--- src/logic/itw_map.vh ---
// offsets, field positions, encodings and reset values of the thread and hazard control block
`ifndef ITW_MAP_VH
`define ITW_MAP_VH

// register byte offsets on the axi4-lite slave
`define ITW_CTRL_OFS        4'h0
`define ITW_YIELD_OFS       4'h4
`define ITW_STATUS_OFS      4'h8
`define ITW_COUNT_OFS       4'hC

// control register fields
`define ITW_CTRL_EN_BIT     0
`define ITW_CTRL_RST        1'b1

// yield delay register, reset value in cycles
`define ITW_YIELD_W         8
`define ITW_YIELD_RST       8'h10

// status register fields
`define ITW_ST_RSV_BIT      0
`define ITW_ST_CUR_LO       8

// instruction control word fields
`define ITW_TS_HI           15
`define ITW_TS_LO           14
`define ITW_NOCHK_BIT       11
`define ITW_NOCLR_BIT       10
`define ITW_WEOVR_BIT       9
`define ITW_CTRL_W          16

// thread switch encodings
`define ITW_TS_NORMAL       2'h0
`define ITW_TS_HOLD         2'h1
`define ITW_TS_YIELD        2'h2
`define ITW_TS_RSV          2'h3

// axi response codes
`define ITW_RESP_OKAY       2'h0
`define ITW_RESP_SLVERR     2'h2

`endif

--- src/logic/itw_yield_tmr.v ---
// per-thread yield delay timer that blocks a thread after a forced switch
`timescale 1ns/1ps
module itw_yield_tmr #(
    parameter CW = 8
) (
    // clock and reset
    input  wire          i_clk,
    input  wire          i_resetn,
    // load strobe and length
    input  wire          i_load,
    input  wire [CW-1:0] i_len,
    // thread blocked while counting
    output wire          o_busy
);

    reg [CW-1:0] cnt_ff;   // cycles of delay left
    reg [CW-1:0] nxt_cnt;  // next count

    // load on yield dispatch, otherwise count down to zero
    always @* begin
        nxt_cnt = cnt_ff;
        if (i_load) begin
            nxt_cnt = i_len;
        end else if (cnt_ff != {CW{1'b0}}) begin
            nxt_cnt = cnt_ff - {{(CW-1){1'b0}}, 1'b1};
        end
    end

    // counter flop
    always @(posedge i_clk or negedge i_resetn) begin
        if (!i_resetn) begin
            cnt_ff <= {CW{1'b0}};
        end else begin
            cnt_ff <= nxt_cnt;
        end
    end

    assign o_busy = (cnt_ff != {CW{1'b0}});

endmodule

--- src/logic/itw_core.v ---
// thread switch, destination hazard and write enable control with axi4-lite registers
//
// The placing of the registers and the AXI4-Lite slave port were left to the implementer.
`timescale 1ns/1ps
`include "itw_map.vh"
module itw_core #(
    parameter NT   = 4,   // threads
    parameter TW   = 2,   // thread index width
    parameter PW   = 3,   // priority width
    parameter CH   = 16,  // execution channels
    parameter PLAT = 8    // execution pipe latency in cycles
) (
    // clock and reset
    input  wire                       i_clk,
    input  wire                       i_resetn,
    // axi4-lite write address and data
    input  wire [3:0]                 i_awaddr,
    input  wire                       i_awvalid,
    output wire                       o_awready,
    input  wire [31:0]                i_wdata,
    input  wire [3:0]                 i_wstrb,
    input  wire                       i_wvalid,
    output wire                       o_wready,
    // axi4-lite write response
    output reg  [1:0]                 o_bresp,
    output reg                        o_bvalid,
    input  wire                       i_bready,
    // axi4-lite read
    input  wire [3:0]                 i_araddr,
    input  wire                       i_arvalid,
    output wire                       o_arready,
    output reg  [31:0]                o_rdata,
    output reg  [1:0]                 o_rresp,
    output reg                        o_rvalid,
    input  wire                       i_rready,
    // per-thread head instruction
    input  wire [NT-1:0]              i_head_valid,
    input  wire [NT*`ITW_CTRL_W-1:0]  i_head_ctrl,
    input  wire [NT-1:0]              i_src_stall,
    input  wire [NT-1:0]              i_dst_busy,
    input  wire [NT*PW-1:0]           i_thr_prio,
    // dispatch to the execution pipe
    output reg                        o_issue_valid,
    output reg  [TW-1:0]              o_issue_thread,
    output reg                        o_issue_chk,
    output reg  [NT-1:0]              o_flush,
    // retirement of destination operands
    input  wire                       i_ret_valid,
    input  wire [`ITW_CTRL_W-1:0]     i_ret_ctrl,
    input  wire [CH-1:0]              i_ret_chan_we,
    input  wire [CH-1:0]              i_ret_pred_en,
    output reg                        o_sb_clear,
    output reg  [CH-1:0]              o_final_we
);

    // smallest yield delay that still exceeds the pipe latency
    localparam integer            YMIN_I = PLAT + 1;
    localparam [`ITW_YIELD_W-1:0] YMIN   = YMIN_I[`ITW_YIELD_W-1:0];  // cut to delay width

    // register state
    reg                     en_ff;        // dispatch enable
    reg [`ITW_YIELD_W-1:0]  ylen_ff;      // programmed yield delay
    reg                     rsv_ff;       // reserved switch code seen, sticky
    reg [31:0]              cnt_ff;       // dispatched instruction count
    reg [NT-1:0]            hold_ff;      // next instruction gets top priority
    reg [TW-1:0]            cur_ff;       // thread that issued last
    // axi capture state
    reg                     aw_ff;        // write address held
    reg                     w_ff;         // write data held
    reg [3:0]               awaddr_ff;    // held write address
    reg [31:0]              wdata_ff;     // held write data
    reg [3:0]               wstrb_ff;     // held byte strobes

    // arbitration signals
    wire [NT-1:0]           yblk;         // thread delayed after a yield
    reg  [NT-1:0]           rdy;          // thread may issue this cycle
    reg  [PW:0]             eprio;        // effective priority scratch
    reg  [PW:0]             best_p;       // best priority found
    reg  [PW:0]             cur_p;        // current thread priority
    reg  [TW-1:0]           best_t;       // best thread found
    reg  [TW-1:0]           sel;          // chosen thread
    reg                     any_rdy;      // some thread can issue
    reg  [`ITW_CTRL_W-1:0]  sctl;         // control word of chosen head
    reg  [`ITW_CTRL_W-1:0]  hctl;         // control word scratch
    reg  [NT-1:0]           yload;        // start yield timer per thread
    wire                    fire;         // dispatch this cycle
    wire [`ITW_YIELD_W-1:0] yeff;         // yield length used
    integer                 t;

    assign yeff = (ylen_ff < YMIN) ? YMIN : ylen_ff;

    // one delay timer per thread
    genvar g;
    generate
        for (g = 0; g < NT; g = g + 1) begin : g_ytmr
            itw_yield_tmr #(
                .CW     (`ITW_YIELD_W)
            ) u_tmr (
                .i_clk    (i_clk),
                .i_resetn (i_resetn),
                .i_load   (yload[g]),
                .i_len    (yeff),
                .o_busy   (yblk[g])
            );
        end
    endgenerate

    // readiness and priority arbitration over all threads
    always @* begin
        rdy     = {NT{1'b0}};
        best_p  = {(PW+1){1'b0}};
        best_t  = {TW{1'b0}};
        cur_p   = {(PW+1){1'b0}};
        any_rdy = 1'b0;
        eprio   = {(PW+1){1'b0}};
        hctl    = {`ITW_CTRL_W{1'b0}};
        for (t = 0; t < NT; t = t + 1) begin
            hctl = i_head_ctrl[t*`ITW_CTRL_W +: `ITW_CTRL_W];
            // a set skip bit drops the destination check
            rdy[t] = i_head_valid[t] & ~i_src_stall[t] & ~yblk[t]
                   & ~(i_dst_busy[t] & ~hctl[`ITW_NOCHK_BIT]);
            // held threads rank above every plain priority
            eprio = {hold_ff[t], i_thr_prio[t*PW +: PW]};
            if (t[TW-1:0] == cur_ff) begin
                cur_p = eprio;
            end
            if (rdy[t] && (!any_rdy || eprio > best_p)) begin
                best_p = eprio;
                best_t = t[TW-1:0];
            end
            any_rdy = any_rdy | rdy[t];
        end
        // stay on the current thread unless it stalls or is outranked
        if (rdy[cur_ff] && cur_p >= best_p) begin
            sel = cur_ff;
        end else begin
            sel = best_t;
        end
        sctl = i_head_ctrl[sel*`ITW_CTRL_W +: `ITW_CTRL_W];
    end

    assign fire = en_ff & any_rdy;

    // start the delay timer of a thread that issues a yield
    always @* begin
        yload = {NT{1'b0}};
        if (fire && sctl[`ITW_TS_HI:`ITW_TS_LO] == `ITW_TS_YIELD) begin
            yload[sel] = 1'b1;
        end
    end

    // dispatch stage and per-instruction thread control
    always @(posedge i_clk or negedge i_resetn) begin
        if (!i_resetn) begin
            o_issue_valid  <= 1'b0;
            o_issue_thread <= {TW{1'b0}};
            o_issue_chk    <= 1'b0;
            o_flush        <= {NT{1'b0}};
            hold_ff        <= {NT{1'b0}};
            cur_ff         <= {TW{1'b0}};
        end else begin
            o_issue_valid <= fire;
            o_flush       <= {NT{1'b0}};
            if (fire) begin
                o_issue_thread <= sel;
                cur_ff         <= sel;
                // check flag travels with only this instruction
                o_issue_chk    <= ~sctl[`ITW_NOCHK_BIT];
                // hold lasts for exactly the following instruction
                hold_ff[sel]   <= (sctl[`ITW_TS_HI:`ITW_TS_LO] == `ITW_TS_HOLD);
                // queue flush in the same cycle as the yielding dispatch
                if (sctl[`ITW_TS_HI:`ITW_TS_LO] == `ITW_TS_YIELD) begin
                    o_flush[sel] <= 1'b1;
                end
            end
        end
    end

    // retirement: scoreboard release and final channel write enables
    always @(posedge i_clk or negedge i_resetn) begin
        if (!i_resetn) begin
            o_sb_clear <= 1'b0;
            o_final_we <= {CH{1'b0}};
        end else begin
            // release suppressed only by the skip-release bit
            o_sb_clear <= i_ret_valid
                        & ~i_ret_ctrl[`ITW_NOCLR_BIT];
            if (!i_ret_valid) begin
                o_final_we <= {CH{1'b0}};
            end else if (i_ret_ctrl[`ITW_WEOVR_BIT]) begin
                o_final_we <= i_ret_pred_en;
            end else begin
                o_final_we <= i_ret_chan_we & i_ret_pred_en;
            end
        end
    end

    // axi write channels: address and data taken in either order
    assign o_awready = ~aw_ff & ~o_bvalid;
    assign o_wready  = ~w_ff & ~o_bvalid;
    assign o_arready = ~o_rvalid;

    // merge a byte-strobed write into a word
    function [31:0] itw_merge;
        input [31:0] old;
        input [31:0] dat;
        input [3:0]  stb;
        integer b;
        begin
            itw_merge = old;
            for (b = 0; b < 4; b = b + 1) begin
                if (stb[b]) begin
                    itw_merge[b*8 +: 8] = dat[b*8 +: 8];
                end
            end
        end
    endfunction

    wire        wr_go = aw_ff & w_ff & ~o_bvalid;   // both halves present
    wire [31:0] yword = itw_merge({24'h0, ylen_ff}, wdata_ff, wstrb_ff);
    wire [31:0] cword = itw_merge({31'h0, en_ff}, wdata_ff, wstrb_ff);
    wire        rsv_hit = fire && sctl[`ITW_TS_HI:`ITW_TS_LO] == `ITW_TS_RSV;

    // write capture, register update and write response
    always @(posedge i_clk or negedge i_resetn) begin
        if (!i_resetn) begin
            aw_ff     <= 1'b0;
            w_ff      <= 1'b0;
            awaddr_ff <= 4'h0;
            wdata_ff  <= 32'h0000_0000;
            wstrb_ff  <= 4'h0;
            o_bvalid  <= 1'b0;
            o_bresp   <= `ITW_RESP_OKAY;
            en_ff     <= `ITW_CTRL_RST;
            ylen_ff   <= `ITW_YIELD_RST;
            rsv_ff    <= 1'b0;
            cnt_ff    <= 32'h0000_0000;
        end else begin
            if (i_awvalid && o_awready) begin
                aw_ff     <= 1'b1;
                awaddr_ff <= i_awaddr;
            end
            if (i_wvalid && o_wready) begin
                w_ff     <= 1'b1;
                wdata_ff <= i_wdata;
                wstrb_ff <= i_wstrb;
            end
            if (fire) begin
                cnt_ff <= cnt_ff + 32'h0000_0001;
            end
            // reserved switch code is flagged and handled as normal mode
            if (rsv_hit) begin
                rsv_ff <= 1'b1;
            end
            if (wr_go) begin
                aw_ff    <= 1'b0;
                w_ff     <= 1'b0;
                o_bvalid <= 1'b1;
                o_bresp  <= `ITW_RESP_OKAY;
                case (awaddr_ff)
                    `ITW_CTRL_OFS: begin
                        en_ff <= cword[`ITW_CTRL_EN_BIT];
                    end
                    `ITW_YIELD_OFS: begin
                        ylen_ff <= yword[`ITW_YIELD_W-1:0];
                    end
                    `ITW_STATUS_OFS: begin
                        // write one to clear; a new event wins
                        if (wstrb_ff[0] && wdata_ff[`ITW_ST_RSV_BIT] && !rsv_hit) begin
                            rsv_ff <= 1'b0;
                        end
                    end
                    `ITW_COUNT_OFS: begin
                        o_bresp <= `ITW_RESP_OKAY;
                    end
                    default: begin
                        o_bresp <= `ITW_RESP_SLVERR;
                    end
                endcase
            end else if (o_bvalid && i_bready) begin
                o_bvalid <= 1'b0;
            end
        end
    end

    // read channel: data registered one cycle after the address
    always @(posedge i_clk or negedge i_resetn) begin
        if (!i_resetn) begin
            o_rvalid <= 1'b0;
            o_rdata  <= 32'h0000_0000;
            o_rresp  <= `ITW_RESP_OKAY;
        end else if (i_arvalid && o_arready) begin
            o_rvalid <= 1'b1;
            o_rresp  <= `ITW_RESP_OKAY;
            case (i_araddr)
                `ITW_CTRL_OFS: begin
                    o_rdata <= {31'h0, en_ff};
                end
                `ITW_YIELD_OFS: begin
                    o_rdata <= {24'h0, ylen_ff};
                end
                `ITW_STATUS_OFS: begin
                    o_rdata <= {{(24-TW){1'b0}}, cur_ff, 7'h00, rsv_ff};
                end
                `ITW_COUNT_OFS: begin
                    o_rdata <= cnt_ff;
                end
                default: begin
                    o_rdata <= 32'h0000_0000;
                    o_rresp <= `ITW_RESP_SLVERR;
                end
            endcase
        end else if (o_rvalid && i_rready) begin
            o_rvalid <= 1'b0;
        end
    end

endmodule

--- config.mk ---
export PLATFORM = sky130hd
export DESIGN_NAME = itw_core
export DESIGN_NICKNAME = d
export VERILOG_FILES = /design/src/logic/itw_yield_tmr.v /design/src/logic/itw_core.v
export VERILOG_INCLUDE_DIRS = /design/src /design/src/logic
export SDC_FILE = /design/constraint.sdc
export NUM_CORES = 1
export LEC_CHECK = 0
export BUFFER_PORTS_ARGS = -buffer_cell sky130_fd_sc_hd__buf_4
export CAP_MARGIN = 0
export CORE_ASPECT_RATIO = 2
export CORE_MARGIN = 4
export CORE_UTILIZATION = 46
export DETAILED_ROUTE_END_ITERATION = 6
export PLACE_DENSITY = 0.81
export SYNTH_ARGS = -nofsm -noshare
export SYNTH_HDL_FRONTEND = slang
export SYNTH_SLANG_ARGS = --single-unit
export TNS_END_PERCENT = 100
--- constraint.sdc ---
create_clock -name i_clk -period 7.53 [get_ports i_clk]
set_input_delay 1.506 -clock i_clk [delete_from_list [all_inputs] [get_ports i_clk]]
set_output_delay 1.506 -clock i_clk [all_outputs]
set_load 0.005 [all_outputs]
==> run summary <==
DRC errors left: 0
Hold slack final: 484 ps
Crit path largest cell delay: 560 ps
Maximum VDD drop: 235 uV
Gate Count Post-Synth: 704
Fillers: 1203
Commonest non-fill, non-tap cell in the layout: buf_4
Hold path start: cnt_ff[31]
IO Count: 254
CTS Buf Count: 17
TritonCTS clock tree: yes
First-pass GRT wire length: 33900 um
Die H: 190 um
CTS root buffer: clkbuf_16
Cts hold-fix bufs: 0
Total Routing Usage GR: 22.8%
Final worst setup slack: -336 ps
#FFs+latches synth: 154
Hold Fails Final Rpt: 0
CP max FO: 8
Critical path origin: i_src_stall[0]
Yosys cell types: 72
Syn. warnings: 0
Seq pwr share: 45.0%
Gate power share: 13.2%
Ys flop type: dfrtp_1
Worst-path clk slew: 70 ps
Via count: 6433
Pwr dens: 198 nW/um^2
CP Launch Type: input port
CP delay by family, top: simple AND/OR/NAND/NOR gates
Tmin final: 7870 ps
R2r worst-path depth: 39
Asr flop ratio synth: 100%
RSZ-0062 raised after global routing: true
CP max stage cell: or4_4
Port Buffers: 158
Max cap viols: 0
Switching power: 568 uW
Fmax: 127 MHz
Crit path capture type: flop
Arrival @ worst endpoint: 8150 ps
Vias in the first global route: 6847
DR iter-0 viols: 227
Run status: finished, violations left
Largest net degree at the start of global routing: 92
Leak: 5.07 nW
Final Skew: 10.2 ps
DP HPWL: 15400 um
Via density: 5.55
Req. time, crit path: 7810 ps
Worst Tran Pin Value: 943 ps
Final Cycle Share: 104%
Drt first pass iters: 4
Avg Cell Area, Syn: 10.8 sq um
Clock power share: 41.8%
Routed WL: 21300 um
Share of layout cells above drive strength 1: 41.3%
Int Power: 1.55 mW
CTS sink cnt: 154
Syn Std Cell Area: 7640 sq um
DRT antenna net count: 0
Violated checks: negative setup slack
WL/cell: 18.4 um
Gp weighted congestion: 0.902
Final core occ: 65.9%
Final setup fails: 39
Commonest non-fill, non-tap cells in the layout: 227 x buf_4, 152 x dfrtp_1, 71 x nand2_1, 34 x xnor2_1, 32 x nor2_1
R2r setup slk: -40 ps
FP Rows: 66
Worst reg2reg path startpoint: g_ytmr[0].u_tmr.cnt_ff[0]
Tot Pwr: 2.12 mW
Crit path buf inv count: 3
Initial Utilization: 46.9%
Clock tree buffer depth: 2
Clock Latency Late Sink: 420 ps
Slew Limit Fails: 0
Min-delay worst type: flop to flop
Sequential-to-total area share from yosys stat: 50.5%
Ant. Diodes: 0
Initial antenna violation count: 0
Pre-CTS WS: -1200 ps
Reg2reg end: g_ytmr[1].u_tmr.cnt_ff[1]
WHS Path Cells: 1
Core footprint: 16300 sq um
P&R area growth vs syn: 40.4%
Htree depth: 4
Total grt overflow: 0
Final net count: 1151
Die area: 18900 sq um
Post-synth EDFFs: 0
CP most frequent cell: ha_4
Worst Hold Path EP: cnt_ff[31]
Critical path class: input port to flop
Die X: 99.1 um
Slew headroom: 36.5%
Sw Ratio: 26.8%
==> worst max path at each step <==
stage / endpoint / depth (start not counted)
finish: g_ytmr[1].u_tmr.cnt_ff[1] / 37
detailed placement: g_ytmr[1].u_tmr.cnt_ff[0] / 35
CTS: g_ytmr[1].u_tmr.cnt_ff[1] / 37
global placement: g_ytmr[0].u_tmr.cnt_ff[0] / 35
floorplan: g_ytmr[1].u_tmr.cnt_ff[0] / 38
global route: g_ytmr[3].u_tmr.cnt_ff[0] / 38
==> worst register-to-register path: cells and delay by family (launching register included) <==
family                   cells  cell delay (ps)
AO/OA/AOI/OAI               12             1580
adder cells (fa/ha/maj)      5             1070
buffers and inverters        4              450
flip-flops                   1              380
multiplexers                 2              590
AND/OR/NAND/NOR             16             3310
==> routing by layer <==
metal | part of all wire, % | global-route usage [%]
met3 | 6.3 | 5.79
met5 | 0 | 0
met4 | 3.2 | 9.05
met1 | 36 | 24.5
met2 | 55 | 42.0
==> cells in the mapped netlist (16+ instances only) <==
master      n  share of area, %
o21ai_0    32               2.1
nand2_1    79               3.9
o211a_1    16               2.1
mux2_2     24               3.5
xnor2_1    34               3.9
ha_1       21               3.4
dfrtp_1   152                50
clkbuf_1   20              0.98
a22o_1     22               2.5
nand3_1    17               1.1
inv_1      32               1.6
nor2_1     35               1.7
==> stage by stage <==
stage                     instances  setup TNS (ps)  instance area (sq um)
final                          1159           -7980                  10700
after detailed placement       1103          -43850                   9560
after global routing           1159          -24130                  10700
after floorplan                 705          -10120                   7790
after global placement         1103          -41470                   9560
after CTS                      1149           -1930                  10400
==> cells by family after synthesis <==
logic type / after synthesis / synth area share, %
other: 1 / 0.0491
xor gates and xnor gates: 48 / 5.50
buffers and inverters: 60 / 3.28
muxes: 43 / 6.85
and+or+nand+nor: 235 / 16.4
adders and majority gates: 21 / 3.44
AOI/OAI and AO/OA: 142 / 14.0
DFF: 154 / 50.5
==> sequential cells by signal (all words and copies together) (netlist names), 2 cells and up <==
register	flops
cnt_ff	32
g_ytmr.u_tmr.cnt_ff	32
o_rdata	32
o_final_we	16
wdata_ff	8
ylen_ff	8
awaddr_ff	4
hold_ff	4
o_flush	4
cur_ff	2
==> area by class of cell <==
class	count	area (sq um)	area share (%)
clock buffer	19	453	4.23
clock inverter	13	156	1.46
inverter	34	133	1.24
multi-input combinational	491	3960	37.0
sequential	154	3860	36.0
tap	204	255	2.38
timing repair buffer	244	1900	17.8
==> power groups by stage <==
stage / combinational (mW) / sequential [mW] / clock, mW
CTS: 0.278 / 0.954 / 0.898
global placement: 0.261 / 0.964 / 0
global route: 0.308 / 0.963 / 0.932
floorplan: 0.138 / 0.948 / 0
finish: 0.280 / 0.953 / 0.886
detailed placement: 0.271 / 0.968 / 0
==> timing repair <==
item | 4_1_cts | 5_1_grt
cloned | 0 | 0
pin swaps | 28 | 13
setup endpoints to repair | 44 | 44
resized for setup | 37 | 51
buffers inserted | 14 | 11
(Power assumes the default switching activity.)
